## src/fltrc_pkg.sv

```systemverilog
package fltrc_pkg;

    // command codes of the threshold, response and status registers
    localparam logic [7:0] CMD_OC_THR = 8'h46;
    localparam logic [7:0] CMD_UC_THR = 8'h4b;
    localparam logic [7:0] CMD_OT_THR = 8'h4f;
    localparam logic [7:0] CMD_OT_ACT = 8'h50;
    localparam logic [7:0] CMD_STATUS = 8'he0;

    // fields of the response byte
    localparam int RESP_HI = 7;
    localparam int RESP_LO = 6;
    localparam int RETRY_HI = 5;
    localparam int RETRY_LO = 3;
    localparam int DELAY_HI = 2;
    localparam int DELAY_LO = 0;

    // status bit positions
    localparam int STS_OC = 0;
    localparam int STS_UC = 1;
    localparam int STS_OT = 2;

    // values after reset
    localparam logic [15:0] RST_OC_THR = 16'hffff;
    localparam logic [15:0] RST_UC_THR = 16'h0000;
    localparam logic [15:0] RST_OT_THR = 16'hffff;
    localparam logic [7:0] RST_OT_ACT = 8'h80;
    localparam logic [2:0] RST_STATUS = 3'h0;

    localparam logic [1:0] RESP_IGNORE = 2'h0;
    localparam logic [1:0] RESP_CONT = 2'h1;
    localparam logic [1:0] RESP_DIS_RETRY = 2'h2;
    localparam logic [1:0] RESP_DIS_CLEAR = 2'h3;
    localparam logic [2:0] RETRY_NONE = 3'h0;
    localparam logic [2:0] RETRY_FOREVER = 3'h7;

    // time units and their cycle counts at the core clock
    localparam real CLK_PERIOD_NS = 5.0;
    localparam real CONT_UNIT_MS = 10.0;
    localparam real SPACE_UNIT_MS = 8.2;
    localparam int unsigned CONT_UNIT_CYC = $rtoi(CONT_UNIT_MS * 1.0e6 / CLK_PERIOD_NS + 0.5);
    localparam int unsigned SPACE_UNIT_CYC = $rtoi(SPACE_UNIT_MS * 1.0e6 / CLK_PERIOD_NS + 0.5);
    localparam int TMR_W = 21;

    typedef enum logic [2:0] {
        ST_RUN = 3'h0,
        ST_CONT = 3'h1,
        ST_WAIT = 3'h2,
        ST_TRY = 3'h3,
        ST_LOCK = 3'h4,
        ST_HOLD = 3'h5
    } fltrc_state_t;

    typedef struct packed {
        fltrc_state_t st;
        logic [15:0] oc_thr;
        logic [15:0] uc_thr;
        logic [15:0] ot_thr;
        logic [7:0] ot_act;
        logic [2:0] sts;
        logic [2:0] tries;
        logic run_en;
        logic [15:0] rdata;
        logic rvalid;
    } fltrc_regs_t;

    typedef struct packed {
        logic busy;
        logic done;
        logic [TMR_W-1:0] tick;
        logic [2:0] left;
    } fltrc_tmr_t;

endpackage : fltrc_pkg

```

## src/fltrc_fault_ctrl.sv

```systemverilog
module fltrc_fault_ctrl import fltrc_pkg::*; #(
    parameter int unsigned CONT_CYC = CONT_UNIT_CYC,
    parameter int unsigned SPACE_CYC = SPACE_UNIT_CYC
) (
    input wire logic mclk,
    input wire logic reset_n,
    input wire logic [7:0] cmd_code,
    input wire logic cmd_wr,
    input wire logic cmd_rd,
    input wire logic [15:0] cmd_wdata,
    output logic [15:0] cmd_rdata,
    output logic cmd_rvalid,
    input wire logic [15:0] iout_meas,
    input wire logic [15:0] temp_meas,
    input wire logic enable_cmd,
    output logic out_enable,
    input wire logic alert_line_n_i,
    output logic alert_line_n_o,
    output logic alert_line_n_oe
);

    fltrc_regs_t q, d;
    logic oc_fault, uc_fault, ot_fault, other_fault;
    logic [1:0] resp;
    logic [2:0] retry, delay;
    logic cont_start, space_start, space_abort;
    logic cont_done, space_done;
    logic [2:0] sts_set, sts_clr;

    // codes are compared raw; the monitor must deliver the same exponent
    assign oc_fault = iout_meas > q.oc_thr;
    assign uc_fault = iout_meas < q.uc_thr;
    assign ot_fault = temp_meas > q.ot_thr;
    assign other_fault = oc_fault | uc_fault;
    assign resp = q.ot_act[RESP_HI:RESP_LO];
    assign retry = q.ot_act[RETRY_HI:RETRY_LO];
    assign delay = q.ot_act[DELAY_HI:DELAY_LO];

    fltrc_delay_timer #(
        .UNIT_CYC(CONT_CYC)
    ) u_cont_tmr (
        .mclk(mclk),
        .reset_n(reset_n),
        .start(cont_start),
        .abort(1'b0),
        .units(delay),
        .done(cont_done),
        .busy()
    );

    fltrc_delay_timer #(
        .UNIT_CYC(SPACE_CYC)
    ) u_space_tmr (
        .mclk(mclk),
        .reset_n(reset_n),
        .start(space_start),
        .abort(space_abort),
        .units(delay),
        .done(space_done),
        .busy()
    );

    always_comb begin
        d = q;
        cont_start = 1'b0;
        space_start = 1'b0;
        space_abort = 1'b0;
        d.rvalid = cmd_rd;
        sts_set = {ot_fault, uc_fault, oc_fault};
        sts_clr = '0;

        if (cmd_wr) begin
            case (cmd_code)
                CMD_OC_THR: d.oc_thr = cmd_wdata;
                CMD_UC_THR: d.uc_thr = cmd_wdata;
                CMD_OT_THR: d.ot_thr = cmd_wdata;
                CMD_OT_ACT: d.ot_act = cmd_wdata[7:0];
                CMD_STATUS: sts_clr = cmd_wdata[2:0];
                default: ;
            endcase
        end
        // a fault in the clearing cycle keeps its bit
        d.sts = (q.sts & ~sts_clr) | sts_set;

        if (cmd_rd) begin
            case (cmd_code)
                CMD_OC_THR: d.rdata = q.oc_thr;
                CMD_UC_THR: d.rdata = q.uc_thr;
                CMD_OT_THR: d.rdata = q.ot_thr;
                CMD_OT_ACT: d.rdata = {8'h00, q.ot_act};
                CMD_STATUS: d.rdata = {13'h0000, q.sts};
                default: d.rdata = 16'h0000;
            endcase
        end

        if (!enable_cmd) begin
            // a disable command ends any restart sequence
            d.st = ST_RUN;
            d.tries = 3'h0;
            d.run_en = 1'b1;
            space_abort = 1'b1;
        end else begin
            case (q.st)
                ST_RUN: begin
                    d.run_en = 1'b1;
                    if (ot_fault) begin
                        case (resp)
                            RESP_IGNORE: d.st = ST_RUN;
                            RESP_CONT: begin
                                cont_start = 1'b1;
                                d.st = ST_CONT;
                            end
                            RESP_DIS_RETRY: begin
                                d.run_en = 1'b0;
                                d.tries = 3'h0;
                                if (retry == RETRY_NONE) begin
                                    d.st = ST_LOCK;
                                end else begin
                                    space_start = 1'b1;
                                    d.st = ST_WAIT;
                                end
                            end
                            RESP_DIS_CLEAR: begin
                                d.run_en = 1'b0;
                                d.st = ST_HOLD;
                            end
                            default: d.st = ST_RUN;
                        endcase
                    end
                end
                ST_CONT: begin
                    d.run_en = 1'b1;
                    if (cont_done) begin
                        if (!ot_fault) begin
                            d.st = ST_RUN;
                        end else if (retry == RETRY_NONE) begin
                            d.run_en = 1'b0;
                            d.st = ST_LOCK;
                        end else begin
                            d.run_en = 1'b0;
                            d.tries = 3'h0;
                            space_start = 1'b1;
                            d.st = ST_WAIT;
                        end
                    end
                end
                ST_WAIT: begin
                    d.run_en = 1'b0;
                    if (other_fault) begin
                        space_abort = 1'b1;
                        d.st = ST_LOCK;
                    end else if (space_done) begin
                        // spacing runs from one attempt start to the next
                        space_start = 1'b1;
                        d.run_en = 1'b1;
                        if (retry != RETRY_FOREVER) begin
                            d.tries = q.tries + 3'h1;
                        end
                        d.st = ST_TRY;
                    end
                end
                ST_TRY: begin
                    d.run_en = 1'b1;
                    if (other_fault) begin
                        space_abort = 1'b1;
                        d.run_en = 1'b0;
                        d.st = ST_LOCK;
                    end else if (ot_fault) begin
                        d.run_en = 1'b0;
                        if (retry != RETRY_FOREVER && q.tries >= retry) begin
                            space_abort = 1'b1;
                            d.st = ST_LOCK;
                        end else begin
                            // a fault on the spacing edge would leave the timer idle in wait
                            space_start = space_done;
                            d.st = ST_WAIT;
                        end
                    end else if (space_done) begin
                        d.tries = 3'h0;
                        d.st = ST_RUN;
                    end
                end
                ST_LOCK: begin
                    d.run_en = 1'b0;
                    // released when the host has cleared the fault bit, or by a disable command
                    if (!q.sts[STS_OT]) begin
                        d.tries = 3'h0;
                        d.run_en = 1'b1;
                        d.st = ST_RUN;
                    end
                end
                ST_HOLD: begin
                    d.run_en = 1'b0;
                    if (!ot_fault) begin
                        d.run_en = 1'b1;
                        d.st = ST_RUN;
                    end
                end
                default: begin
                    d.st = ST_RUN;
                    d.run_en = 1'b1;
                end
            endcase
        end
    end

    always_ff @(posedge mclk or negedge reset_n) begin
        if (!reset_n) begin
            q.st <= ST_RUN;
            q.oc_thr <= RST_OC_THR;
            q.uc_thr <= RST_UC_THR;
            q.ot_thr <= RST_OT_THR;
            q.ot_act <= RST_OT_ACT;
            q.sts <= RST_STATUS;
            q.tries <= 3'h0;
            q.run_en <= 1'b1;
            q.rdata <= 16'h0000;
            q.rvalid <= 1'b0;
        end else begin
            q <= d;
        end
    end

    // other faults force the output off while they last
    assign out_enable = q.run_en & enable_cmd & ~other_fault;
    assign cmd_rdata = q.rdata;
    assign cmd_rvalid = q.rvalid;
    assign alert_line_n_o = 1'b0;
    assign alert_line_n_oe = |q.sts;

    alert_on_fault_a: assert property (@(posedge mclk) disable iff (!reset_n)
        ot_fault |=> alert_line_n_oe && q.sts[STS_OT]) else $error("alert missing");
    ignore_keeps_run_a: assert property (@(posedge mclk) disable iff (!reset_n)
        q.st == ST_RUN && enable_cmd && ot_fault && resp == RESP_IGNORE
        |=> q.st == ST_RUN && q.run_en) else $error("ignored fault stopped output");
    no_retry_lock_a: assert property (@(posedge mclk) disable iff (!reset_n)
        q.st == ST_RUN && enable_cmd && ot_fault && resp == RESP_DIS_RETRY
        && retry == RETRY_NONE |=> q.st == ST_LOCK && !out_enable) else $error("no lock");
    disable_now_a: assert property (@(posedge mclk) disable iff (!reset_n)
        q.st == ST_RUN && enable_cmd && ot_fault && resp == RESP_DIS_RETRY
        |=> !out_enable) else $error("output not disabled");
    hold_release_a: assert property (@(posedge mclk) disable iff (!reset_n)
        q.st == ST_HOLD && enable_cmd && !ot_fault |=> q.st == ST_RUN)
        else $error("hold not released");
    last_try_fail_a: assert property (@(posedge mclk) disable iff (!reset_n)
        q.st == ST_TRY && enable_cmd && ot_fault && !other_fault
        && retry != RETRY_FOREVER && q.tries >= retry |=> q.st == ST_LOCK)
        else $error("retries not exhausted");
    forever_retry_a: assert property (@(posedge mclk) disable iff (!reset_n)
        q.st == ST_TRY && enable_cmd && ot_fault && !other_fault && retry == RETRY_FOREVER
        |=> q.st == ST_WAIT ##0 !out_enable) else $error("endless retry stopped");
    cont_running_a: assert property (@(posedge mclk) disable iff (!reset_n)
        q.st == ST_CONT && enable_cmd && !other_fault |-> out_enable)
        else $error("output dropped during delay");
    lock_clear_a: assert property (@(posedge mclk) disable iff (!reset_n)
        q.st == ST_LOCK && enable_cmd && !q.sts[STS_OT] |=> q.tries == 3'h0 && q.st == ST_RUN)
        else $error("attempt counter kept");

    // entry into the delay and hold paths, and how the delay ends
    cont_enter_a: assert property (@(posedge mclk) disable iff (!reset_n)
        q.st == ST_RUN && enable_cmd && ot_fault && resp == RESP_CONT
        |=> q.st == ST_CONT && q.run_en) else $error("delay not started");
    hold_enter_a: assert property (@(posedge mclk) disable iff (!reset_n)
        q.st == ST_RUN && enable_cmd && ot_fault && resp == RESP_DIS_CLEAR
        |=> q.st == ST_HOLD && !out_enable) else $error("output not held off");
    cont_pass_a: assert property (@(posedge mclk) disable iff (!reset_n)
        q.st == ST_CONT && enable_cmd && cont_done && !ot_fault |=> q.st == ST_RUN)
        else $error("cleared fault not resumed");
    cont_expire_a: assert property (@(posedge mclk) disable iff (!reset_n)
        q.st == ST_CONT && enable_cmd && cont_done && ot_fault && retry != RETRY_NONE
        |=> q.st == ST_WAIT && !out_enable) else $error("delay expiry not acted on");
    cont_lock_a: assert property (@(posedge mclk) disable iff (!reset_n)
        q.st == ST_CONT && enable_cmd && cont_done && ot_fault && retry == RETRY_NONE
        |=> q.st == ST_LOCK) else $error("delay expiry not locked");

    // restart sequence
    try_start_a: assert property (@(posedge mclk) disable iff (!reset_n)
        q.st == ST_WAIT && enable_cmd && space_done && !other_fault
        |=> q.st == ST_TRY && q.run_en) else $error("attempt not started");
    wait_off_a: assert property (@(posedge mclk) disable iff (!reset_n)
        q.st == ST_WAIT |-> !out_enable) else $error("output on between attempts");
    try_fail_a: assert property (@(posedge mclk) disable iff (!reset_n)
        q.st == ST_TRY && enable_cmd && ot_fault |=> !out_enable)
        else $error("failed attempt kept output");
    try_pass_a: assert property (@(posedge mclk) disable iff (!reset_n)
        q.st == ST_TRY && enable_cmd && space_done && !ot_fault && !other_fault
        |=> q.st == ST_RUN && q.tries == 3'h0) else $error("surviving attempt not kept");
    lock_stays_a: assert property (@(posedge mclk) disable iff (!reset_n)
        q.st == ST_LOCK && enable_cmd && q.sts[STS_OT] |=> q.st == ST_LOCK)
        else $error("lock left before clear");
    other_lock_a: assert property (@(posedge mclk) disable iff (!reset_n)
        (q.st == ST_WAIT || q.st == ST_TRY) && enable_cmd && other_fault |=> q.st == ST_LOCK)
        else $error("other fault did not end retries");
    disable_cmd_a: assert property (@(posedge mclk) disable iff (!reset_n)
        !enable_cmd |=> q.st == ST_RUN && q.tries == 3'h0 && q.run_en)
        else $error("disable did not end retries");
    status_clear_a: assert property (@(posedge mclk) disable iff (!reset_n)
        cmd_wr && cmd_code == CMD_STATUS && cmd_wdata[STS_OT] && !ot_fault
        |=> !q.sts[STS_OT]) else $error("fault bit not cleared");

    // register port: writes land at the edge, reads answer one edge later
    oc_thr_wr_a: assert property (@(posedge mclk) disable iff (!reset_n)
        cmd_wr && cmd_code == CMD_OC_THR |=> q.oc_thr == $past(cmd_wdata))
        else $error("over-current threshold not written");
    uc_thr_wr_a: assert property (@(posedge mclk) disable iff (!reset_n)
        cmd_wr && cmd_code == CMD_UC_THR |=> q.uc_thr == $past(cmd_wdata))
        else $error("under-current threshold not written");
    ot_thr_wr_a: assert property (@(posedge mclk) disable iff (!reset_n)
        cmd_wr && cmd_code == CMD_OT_THR |=> q.ot_thr == $past(cmd_wdata))
        else $error("temperature threshold not written");
    act_wr_a: assert property (@(posedge mclk) disable iff (!reset_n)
        cmd_wr && cmd_code == CMD_OT_ACT |=> q.ot_act == $past(cmd_wdata[7:0]))
        else $error("response byte not written");
    read_answer_a: assert property (@(posedge mclk) disable iff (!reset_n)
        cmd_rd |=> cmd_rvalid) else $error("read not answered");

    lock_seen_c: cover property (@(posedge mclk) disable iff (!reset_n)
        q.st == ST_TRY ##1 q.st == ST_LOCK);
    try_success_c: cover property (@(posedge mclk) disable iff (!reset_n)
        q.st == ST_TRY && space_done && !ot_fault);
    hold_seen_c: cover property (@(posedge mclk) disable iff (!reset_n)
        q.st == ST_HOLD ##1 q.st == ST_RUN);
    alert_seen_c: cover property (@(posedge mclk) disable iff (!reset_n)
        !alert_line_n_i && alert_line_n_oe);
    cont_expire_c: cover property (@(posedge mclk) disable iff (!reset_n)
        q.st == ST_CONT ##1 q.st == ST_WAIT);

endmodule // fltrc_fault_ctrl

```

## src/fltrc_delay_timer.sv

```systemverilog
module fltrc_delay_timer import fltrc_pkg::*; #(
    parameter int unsigned UNIT_CYC = 1
) (
    input wire logic mclk,
    input wire logic reset_n,
    input wire logic start,
    input wire logic abort,
    input wire logic [2:0] units,
    output logic done,
    output logic busy
);

    fltrc_tmr_t q, d;

    always_comb begin
        d = q;
        d.done = 1'b0;
        if (abort) begin
            d.busy = 1'b0;
        end else if (start) begin
            // zero units expires on the very next edge
            d.busy = (units != 3'h0);
            d.done = (units == 3'h0);
            d.tick = '0;
            d.left = units;
        end else if (q.busy) begin
            if (q.tick == TMR_W'(UNIT_CYC - 1)) begin
                d.tick = '0;
                d.left = q.left - 3'h1;
                if (q.left == 3'h1) begin
                    d.busy = 1'b0;
                    d.done = 1'b1;
                end
            end else begin
                d.tick = q.tick + TMR_W'(1);
            end
        end
    end

    always_ff @(posedge mclk or negedge reset_n) begin
        if (!reset_n) begin
            q <= '0;
        end else begin
            q <= d;
        end
    end

    assign done = q.done;
    assign busy = q.busy;

    zero_units_a: assert property (@(posedge mclk) disable iff (!reset_n)
        start && !abort && units == 3'h0 |=> done) else $error("zero delay did not expire");
    unit_length_a: assert property (@(posedge mclk) disable iff (!reset_n)
        start && !abort && units != 3'h0 |=> !done && busy) else $error("delay ended early");

endmodule // fltrc_delay_timer

```

## config.mk

```make
export PLATFORM = sky130hd
export DESIGN_NAME = fltrc_fault_ctrl
export DESIGN_NICKNAME = d
export VERILOG_FILES = /design/src/fltrc_pkg.sv /design/src/fltrc_fault_ctrl.sv /design/src/fltrc_delay_timer.sv
export SDC_FILE = /design/constraint.sdc
export NUM_CORES = 1
export LEC_CHECK = 0
export BUFFER_PORTS_ARGS = -buffer_cell sky130_fd_sc_hd__buf_2
export CORE_MARGIN = 2
export CORE_UTILIZATION = 38
export DETAILED_ROUTE_END_ITERATION = 7
export RECOVER_POWER = 50
export SLEW_MARGIN = 5
export SYNTH_ARGS = -nofsm -noshare
export SYNTH_HDL_FRONTEND = slang
export SYNTH_HIERARCHICAL = 1
export SYNTH_SLANG_ARGS = --single-unit
```

## constraint.sdc

```tcl
create_clock -name mclk -period 4.6 [get_ports mclk]
set_input_delay 0.69 -clock mclk [delete_from_list [all_inputs] [get_ports mclk]]
set_output_delay 0.69 -clock mclk [all_outputs]
set_load 0.02 [all_outputs]
```

# Word level (Yosys, flattened, before mapping)

Cells that the tools add are included.

Register bits: 135
Input bits: 62
Output and inout port bits: 20

$add $sub $neg: 5
Order comparisons: 4
Equality and inequality tests: 34
Mux-type cells: 71
Bitwise gates (word level): 8
Reduce and logical (&&, ||, !) cells: 21

Operator list:

| operator                | number |
|---|---|
| $mux W26                | 4 |
| $pmux W16 S5            | 1 |
| $mux W3                 | 22 |
| $add A21 B1 Y21 const B | 2 |
| $eq A21 B21 Y1 const B  | 2 |
| $mux W21                | 2 |
| $eq A8 B7 Y1 const B    | 4 |
| $gt A16 B16 Y1          | 2 |
| $ne A3 B3 Y1 const B    | 10 |
| $mux W4                 | 7 |
| $mux W25                | 1 |
| $mux W1                 | 24 |
| $pmux W3 S6             | 1 |
| $lt A16 B16 Y1          | 1 |
| $pmux W3 S5             | 1 |
| $reduce_and A13 Y1      | 1 |
| $ne A3 B2 Y1 const B    | 4 |
| $pmux W3 S4             | 1 |
| $reduce_and A2 Y1       | 6 |
| $eq A3 B1 Y1 const B    | 3 |
| $logic_not A3 Y1        | 3 |
| $eq A8 B8 Y1 const B    | 1 |
| $mux W2                 | 4 |
| $reduce_bool A2 Y1      | 4 |
| other kinds (26)        | 32 |

# Depth between registers and ports, before layout

Gate-level depths: netlist of run 1.

Depth in word-level cells: 9
Mapped depth: 15
Gate-level depth less buffers: 13

# Hierarchy

The synthesis of run 1 kept the hierarchy.

Modules (own cells, without submodules):

| module                           | times used | cells each | area each (sq um) | sequential area each (sq um) |
|---|---|---|---|---|
| fltrc_fault_ctrl                 | 1          | 544        | 5,328.9           | 2,119.5 |
| fltrc_delay_timer at u_space_tmr | 1          | 175        | 1,686.6           | 650.6 |
| fltrc_delay_timer at u_cont_tmr  | 1          | 159        | 1,471.4           | 650.6 |

# Least setup slack after synthesis of run 1

OpenSTA, ideal clock, no wires.

Path kind: input-to-reg
Start: input port temp_meas[15]
End: register u_cont_tmr/q[22] (netlist name)
Library setup time: 0.078 ns
Arrival: 3.955 ns
Slack: 0.567 ns
Stages: 12
Cells stage by stage: ha_1 -> nand4_1 -> nor4_1 -> o21ai_0 -> a31oi_2 -> nand2_1 -> nor4b_1 -> o21bai_4 -> or4_4 -> buf_6 -> or4_1 -> a21oi_1

Word-level cells in the longest chain between the ends: 5
Elaborated cells between the ends (all ways): 6

Ends and longest elaborated chain:

| element                                        | RTL line                | source |
|---|---|---|
| start, declared                                | fltrc_fault_ctrl.sv:14  | `input wire logic [15:0] temp_meas,` |
| $gt A16 B16 Y1 (*)                             | fltrc_fault_ctrl.sv:33  | `assign ot_fault = temp_meas > q.ot_thr;` |
| $mux W1 (*)                                    | fltrc_fault_ctrl.sv:106 | `if (ot_fault) begin` |
| $mux W1 (*)                                    | fltrc_fault_ctrl.sv:103 | `case (q.st)` |
| $mux W1 (*)                                    | fltrc_fault_ctrl.sv:96  | `if (!enable_cmd) begin` |
| net cont_start                                 | fltrc_fault_ctrl.sv:26  | `logic cont_start, space_start, space_abort;` |
| $mux W26 or $reduce_bool A2 Y1 (tied branches) | -                       |  |
| end signal, assigned                           | fltrc_delay_timer.sv:42 | `q <= '0;` |
| end signal, assigned                           | fltrc_delay_timer.sv:44 | `q <= d;` |
| end, declared                                  | fltrc_delay_timer.sv:13 | `fltrc_tmr_t q, d;` |

The timed path passes the listed nets; every way through them passes the cells marked *.
A chain may end at the register's enable or synchronous reset.

==> results.yml, run 1 <==
power:
  ir_worst_vdd_mv: 0.240
  power.total_mw: 2.92
  power.density_nw_per_um2: 302
  power.static_leakage_nw: 4.09
timing:
  setup_viol: 0
  post-route-worst-setup-slack_ns: 0.457
  pin_slew_with_the_least_headroom_to_its_limit_ns: 2.61
  setup-tns-final_ns: 0
  rsz0062_at_grt: "false"
  max_freq_mhz: 241
  layout_worst_path_cycle_share: 0.901
  worst_slew_margin_rel: -0.741
  final_critical_path_time_including_i_o_delays_and_setup_ns: 4.14
  finalMaxSlewViolations: 49
  final-hold-violation-count: 0
  finClkSkew_ns: 0.0220
cts:
  cts_inserted_buffers: 17
  clock_root_buffer: "clkbuf_16"
  ctsResizeCount: 0
  clockBufferDepth: 2
  cts_tree: "yes"
  cts-hold-fix-buffers: 0
  cts_sinks: 135
  clk-insertion-delay-late_ns: 0.43
  post-cts-setup-buffers: 0
  clock_tree.htree_level_count: 4
  clk_pin_slew_worst_paths_ns: 0.06
setup_path:
  reg2reg_setup_slack_ns: 0.46
  cp-end-kind: "flop"
  crit_path_end: "u_space_tmr/q[15]"
  crit_fanout: 13
  worst_r2r_startpoint: "q[69]"
  reg_to_reg_critical_path_endpoint: "u_space_tmr/q[15]"
  crit_type: "flop to flop"
  cp.required_ns: 4.95
  critical_path.startpoint: "q[69]"
  rr_worst_depth: 13
  timing.critical_path.from_type: "flop"
  worstPathArrival_ns: 4.49
drt:
  antenna_left: 0
  post-route-drc-count: 0
  route.final.wire_length_mm: 21.3
  via_count: 6843
  detail_route.vias_per_cell: 5.53
  1st_pass_router_iterations: 5
  drtIter0Drc: 485
  route.detailed.wl_per_inst_um: 17.2
cells_and_area:
  seqCellArea_um2: 3420
  areaGrowthSynthToFinish_pct: 14.1
  layout_cells_sized_above_1: 0.245
  number_of_filler_instances_in_the_final_layout: 2135
  antenna_cells: 0
  multi_input_gate_area_um2: 4500
  fin_nets: 1064
yosys:
  number_of_instances_in_the_synthesized_netlist: 878
  count_of_distinct_cell_types_in_the_synthesized_netlist: 80
  synth_adder_area_share: 0.0840
  synth_seq_cells: 135
  synthesis.area_per_instance_um2: 9.67
  syn-cell-area_um2: 8490
  muxShareOfSynthArea: 0.0932
  synth_warnings: 6
  ys_seq_area_frac: 0.403
  synth_area_leader_cell: "dfrtp_1"
  synth.area.top_cells: "dfrtp_1 (30%), dfstp_2 (11%), ha_1 (8.4%)"
  count_of_flip_flops_with_a_built_in_enable_after_synthesis: 0
  synth_compound_area_frac: 0.162
  synthDominantCellAreaShare: 0.298
  synthArstFlopShare: 1.00
  post_synth_xor_area_fraction: 0.00722
  synth_top_family_by_area: "simple AND/OR/NAND/NOR gates"
  synth_simple_gate_area_frac: 0.180
  ys.flop_type: "dfrtp_1"
grt:
  grt.overflow.total: 0
  antenna_found_initial: 0
  wire_length_of_the_first_global_routing_pass_mm: 34.7
  first_global_vias: 6774
  grt_start_max_net_pins: 49
  grt_util_all_layers: 0.183
min_path:
  worstHoldPathType: "flop to flop"
  min_from: "cmd_rdata[11]"
status:
  status: "complete, but fails checks"
  violated_checks: "max-capacitance violations, max-slew violations"
floorplan:
  ioPinCount: 82
  dieArea_um2: 23500
  floorplan.initialDensity: 0.388
  floorplan.die.height_um: 153
  design.core.area_um2: 21900
  die_x_um: 153
  rows: 54
place:
  gp_congestion: 0.871
  io_buffer_count: 79
  pre_cts_ws_ns: 0.201
  estimated_wirelength_of_the_detail_placed_design_mm: 15.2
run:
  drv_cap: 1
-- cell usage after synthesis (4+ instances only) --
library cell / number
and4_1: 7
ha_1: 57
mux2i_1: 16
and2_1: 9
and3_1: 7
a21oi_1: 74
nor4b_1: 5
a31oi_1: 7
nor3_1: 9
a221oi_1: 6
nand3b_1: 5
buf_2: 4
dfstp_2: 34
nand4_1: 19
nand2_1: 52
nand2b_1: 7
nor2_1: 48
a22o_1: 5
o21ai_0: 39
nor2b_1: 7
o22ai_1: 9
inv_1: 77
nor4_1: 11
a21o_1: 7
o31ai_1: 13
nand3_1: 29
clkbuf_1: 28
or4_1: 13
buf_4: 19
o41ai_1: 4
xnor2_1: 4
a221o_1: 4
or3_1: 13
mux2_2: 56
dfrtp_1: 101
-- report_power, final --
group          internal, mW  leakage (nW)  switching [mW]
clock network         0.804         0.275           0.544
logic                 0.119          2.13           0.175
registers              1.24          1.69          0.0389
-- layout by cell type (no fill, tap or decap), drive strengths merged, types with 4 or more instances in the layout --
master and count:
nand3b 5, nand2b 7, or4 16, and3 8, o31ai 13, o22ai 9
o21bai 4, and4 10, nand2 52, nand3 31, clkinv 4, nor4 11
dfstp 34, o41ai 4, and2 9, buf 87, nor3 9, a22o 5
nor2 48, o21ai 39, mux2 56, a31oi 8, ha 57, inv 81
a221o 4, dfrtp 101, a21o 8, nand4 22, nor4b 7, or3 13
mux2i 16, clkbuf 31, xnor2 4, a21oi 77, nor2b 7, a221oi 6
conb 5
-- area by class of cell --
type                    instances  area share
multi-input cells             615       0.465
clock buffers                  19      0.0447
clock inverters                13      0.0150
flip-flops and latches        135       0.353
repair buffers                 99      0.0558
inverters                      77      0.0299
well taps                     280      0.0362
-- through the flow --
| step | std cells | hold slack (ns) | instance area [µm²] | utilization |
|---|---|---|---|---|
| 2_1_floorplan | 882 | 0.394 | 8500 | - |
| 3_3_place_gp | 1206 | 0.479 | 9130 | 0.417 |
| 3_5_place_dp | 1206 | 0.509 | 9130 | 0.417 |
| 4_1_cts | 1238 | 0.204 | 9700 | 0.443 |
| 5_1_grt | 1238 | 0.518 | 9680 | 0.442 |
| 6_report | 1238 | 0.518 | 9680 | 0.442 |
-- routing by layer --
metal  track usage  up-vias  part of all wire
li1              -     3347                 -
met1         0.235     3316              0.46
met2         0.307      151              0.48
met3        0.0403       29             0.038
met4        0.0585        0             0.023
met5             0        -                 0
-- critical path: stages (launching register included) --
cell,delay [ns]
dfstp_2,0.54
inv_1,0.05
ha_1,0.28
a21oi_1,0.14
o21ai_0,0.12
a221o_1,0.32
o31a_1,0.34
or2_4,0.28
or4_1,0.50
a21oi_1,0.30
buf_12,0.18
o21bai_1,0.27
or4_4,0.60
a21oi_2,0.15
-- worst min path at each step --
stage	endpoint	depth (start not counted)	slack (ns)
3_5_place_dp	q[21]	1	0.51
6_report	cmd_rdata[11]	2	0.52
2_1_floorplan	cmd_rdata[0]	0	0.39
4_1_cts	q[19]	1	0.20
5_1_grt	q[57]	2	0.52
3_3_place_gp	q[22]	1	0.48
-- registers in the layout, indices dropped and copies added (netlist names) --
signal and cells:
u_space_tmr/busy 1, u_cont_tmr/done 1, u_cont_tmr/busy 1, u_space_tmr/done 1, cmd_rdata 16, delay 3, u_cont_tmr/q 24, u_space_tmr/q 24
cmd_rvalid 1, q 63
-- cell families after synthesis --
group           count (synthesis)
mux                            72
other cells                     1
buf+inv                       132
flops                         135
simple gates                  263
compound gates                211
fa+ha+maj                      57
xor+xnor                        7
No activity file was read; power rests on OpenSTA's default activity.
==> inputs of run 2 (changes only) <==
--- a/config.mk
+++ b/config.mk
@@ -6,9 +6,11 @@
 export NUM_CORES = 1
 export LEC_CHECK = 0
 export BUFFER_PORTS_ARGS = -buffer_cell sky130_fd_sc_hd__buf_2
+export CORE_ASPECT_RATIO = 1.25
 export CORE_MARGIN = 2
 export CORE_UTILIZATION = 38
 export DETAILED_ROUTE_END_ITERATION = 7
+export PLACE_DENSITY_LB_ADDON = 0.15
 export RECOVER_POWER = 50
 export SLEW_MARGIN = 5
 export SYNTH_ARGS = -nofsm -noshare
==> run 2 against run 1 <==
The run still ends with max-capacitance violations, max-slew violations left. Die area is essentially flat. Utilization rose by 0.11 points. Global-route usage rose by 0.58 points. Critical path depth unchanged. Critical path type unchanged. Highest routed layer unchanged.
==> results.yml, run 2 (synthesis results as in run 1) <==
floorplan:
  rows: 61
  die_x_um: 138
  ioPinCount: 82
  dieArea_um2: 23600
  floorplan.initialDensity: 0.385
  design.core.area_um2: 22100
  floorplan.die.height_um: 171
cells_and_area:
  layout_cells_sized_above_1: 0.246
  most-common-layout-cells: "dfrtp_1 (101), inv_1 (77), a21oi_1 (74), buf_2 (69), ha_1 (57)"
  biggestRegsByFlops: "q: 63 flops, u_cont_tmr/q: 24 flops, u_space_tmr/q: 24 flops"
  number_of_flip_flops_under_the_largest_register_name: 63
  final_cell_count_no_fill: 1242
  areaGrowthSynthToFinish_pct: 15.2
  most_frequent_standard_cell_in_the_layout_excluding_fill_and_tap_cells: "dfrtp_1"
  fin_nets: 1064
  reg_with_most_ffs: "q"
  final_core_utilization: 0.443
setup_path:
  timing.critical_path.max_delay_family: "compound AO/OA/AOI/OAI gates"
  cp.buffers_inverters: 2
  worst_r2r_startpoint: "q[71]"
  worst-path-stages: 13
  crit_type: "flop to flop"
  reg_to_reg_critical_path_endpoint: "u_space_tmr/q[15]"
  rr_worst_depth: 13
  worstPathArrival_ns: 4.51
  timing.critical_path.from_type: "flop"
  timing.critical_path.cells: "inv_1 > ha_1 > a21oi_1 > o21ai_0 > a221o_1 > o31a_1 > or2_4 > or4_1 > a21oi_1 > buf_4 > o21bai_1 > or4_4 > a21oi_2"
  reg2reg_setup_slack_ns: 0.44
  cp.required_ns: 4.95
  critical_path.startpoint: "q[71]"
  crit_path_end: "u_space_tmr/q[15]"
  crit_fanout: 11
  cp_common_cell: "a21oi_1"
  slowest_delay_ns: 0.60
  cp-end-kind: "flop"
  worst_path_max_delay_cell: "or4_4"
cts:
  cts_tree: "yes"
  clk_pin_slew_worst_paths_ns: 0.06
  cts-hold-fix-buffers: 0
  cts_inserted_buffers: 17
  clk-insertion-delay-late_ns: 0.42
  clock_root_buffer: "clkbuf_16"
  clock_tree.htree_level_count: 4
  clockBufferDepth: 2
  post-cts-setup-buffers: 0
  cts_sinks: 135
  ctsResizeCount: 0
place:
  estimated_wirelength_of_the_detail_placed_design_mm: 15.6
  gp_congestion: 0.825
  placed_cells_incl_taps: 1209
  pre_cts_ws_ns: 0.199
  io_buffer_count: 79
grt:
  grt_start_max_net_pins: 77
  wire_length_of_the_first_global_routing_pass_mm: 34.6
  grt_util_all_layers: 0.189
  grt.overflow.total: 0
  first_global_vias: 6510
  antenna_found_initial: 1
run:
  drv_cap: 2
power:
  power.total_mw: 3.15
  power_frac_clock: 0.501
  power.static_leakage_nw: 4.15
  seqPwrFrac: 0.406
  netSwitchingFraction: 0.244
  cell_internal_pwr_mw: 2.38
  ir_worst_vdd_mv: 0.254
  pwr-share-comb: 0.093
  p_sw_mw: 0.767
  power.density_nw_per_um2: 322
drt:
  1st_pass_router_iterations: 5
  antenna_left: 0
  drtIter0Drc: 375
  route.detailed.wl_per_inst_um: 17.4
  via_count: 6739
  post-route-drc-count: 0
  route.final.wire_length_mm: 21.6
  detail_route.vias_per_cell: 5.43
timing:
  post-route-worst-setup-slack_ns: 0.439
  layout_worst_path_cycle_share: 0.904
  final_critical_path_time_including_i_o_delays_and_setup_ns: 4.16
  setup_viol: 0
  finClkSkew_ns: 0.0153
  final-hold-violation-count: 0
  finalMaxSlewViolations: 107
  worst_slew_margin_rel: -1.28
  pin_slew_with_the_least_headroom_to_its_limit_ns: 3.43
  rsz0062_at_grt: "false"
  setup-tns-final_ns: 0
  max_freq_mhz: 240
status:
  status: "complete, but fails checks"
  violated_checks: "max-capacitance violations, max-slew violations"
min_path:
  worstHoldPathType: "flop to flop"
==> run 2: layer usage <==
layer | routed length, µm | GRT usage
met1 | 9710 | 0.240
met2 | 10900 | 0.329
met3 | 784 | 0.0335
met4 | 236 | 0.0462
met5 | 0 | 0
==> run 2: worst register-to-register path: cells and delay by family (launching register included) <==
| family | cells | cell delay [ns] |
|---|---|---|
| compound gates | 7 | 1.65 |
| fa+ha+maj | 1 | 0.28 |
| buf+inv | 2 | 0.23 |
| flops | 1 | 0.54 |
| simple gates | 3 | 1.40 |
==> run 2: final cells by class <==
type,instances,area (µm²)
multi-input cells,615,4500
clock buffers,18,429
clock inverters,14,249
flip-flops and latches,135,3420
well taps,283,354
inverters,77,289
diodes,1,2.50
repair buffers,99,533
fillers,2147,12300
==> run 2: power by group through the flow <==
stage | Clock, mW | Sequential [mW] | Combinational (mW)
global route | 1.66 | 1.29 | 0.335
detailed placement | 0 | 1.30 | 0.297
global placement | 0 | 1.30 | 0.294
floorplan | 0 | 1.29 | 0.189
CTS | 1.61 | 1.28 | 0.299
finish | 1.58 | 1.28 | 0.292
==> run 2: worst min-delay path by stage <==
stage,startpoint,to,slack (ns),cells past startpoint
after floorplan,reset_n,cmd_rdata[0],0.39,0
after detailed placement,q[21],q[21],0.50,1
after CTS,reset_n,q[53],0.32,1
after global routing,q[21],q[21],0.53,1
after global placement,q[21],q[21],0.49,1
final,q[18],q[18],0.51,1
==> run 2: metrics by stage <==
stage	hold WS [ns]	cell area [µm²]
2_1_floorplan	0.394	8500
3_3_place_gp	0.494	9120
3_5_place_dp	0.498	9120
4_1_cts	0.320	9800
5_1_grt	0.531	9780
6_report	0.507	9780
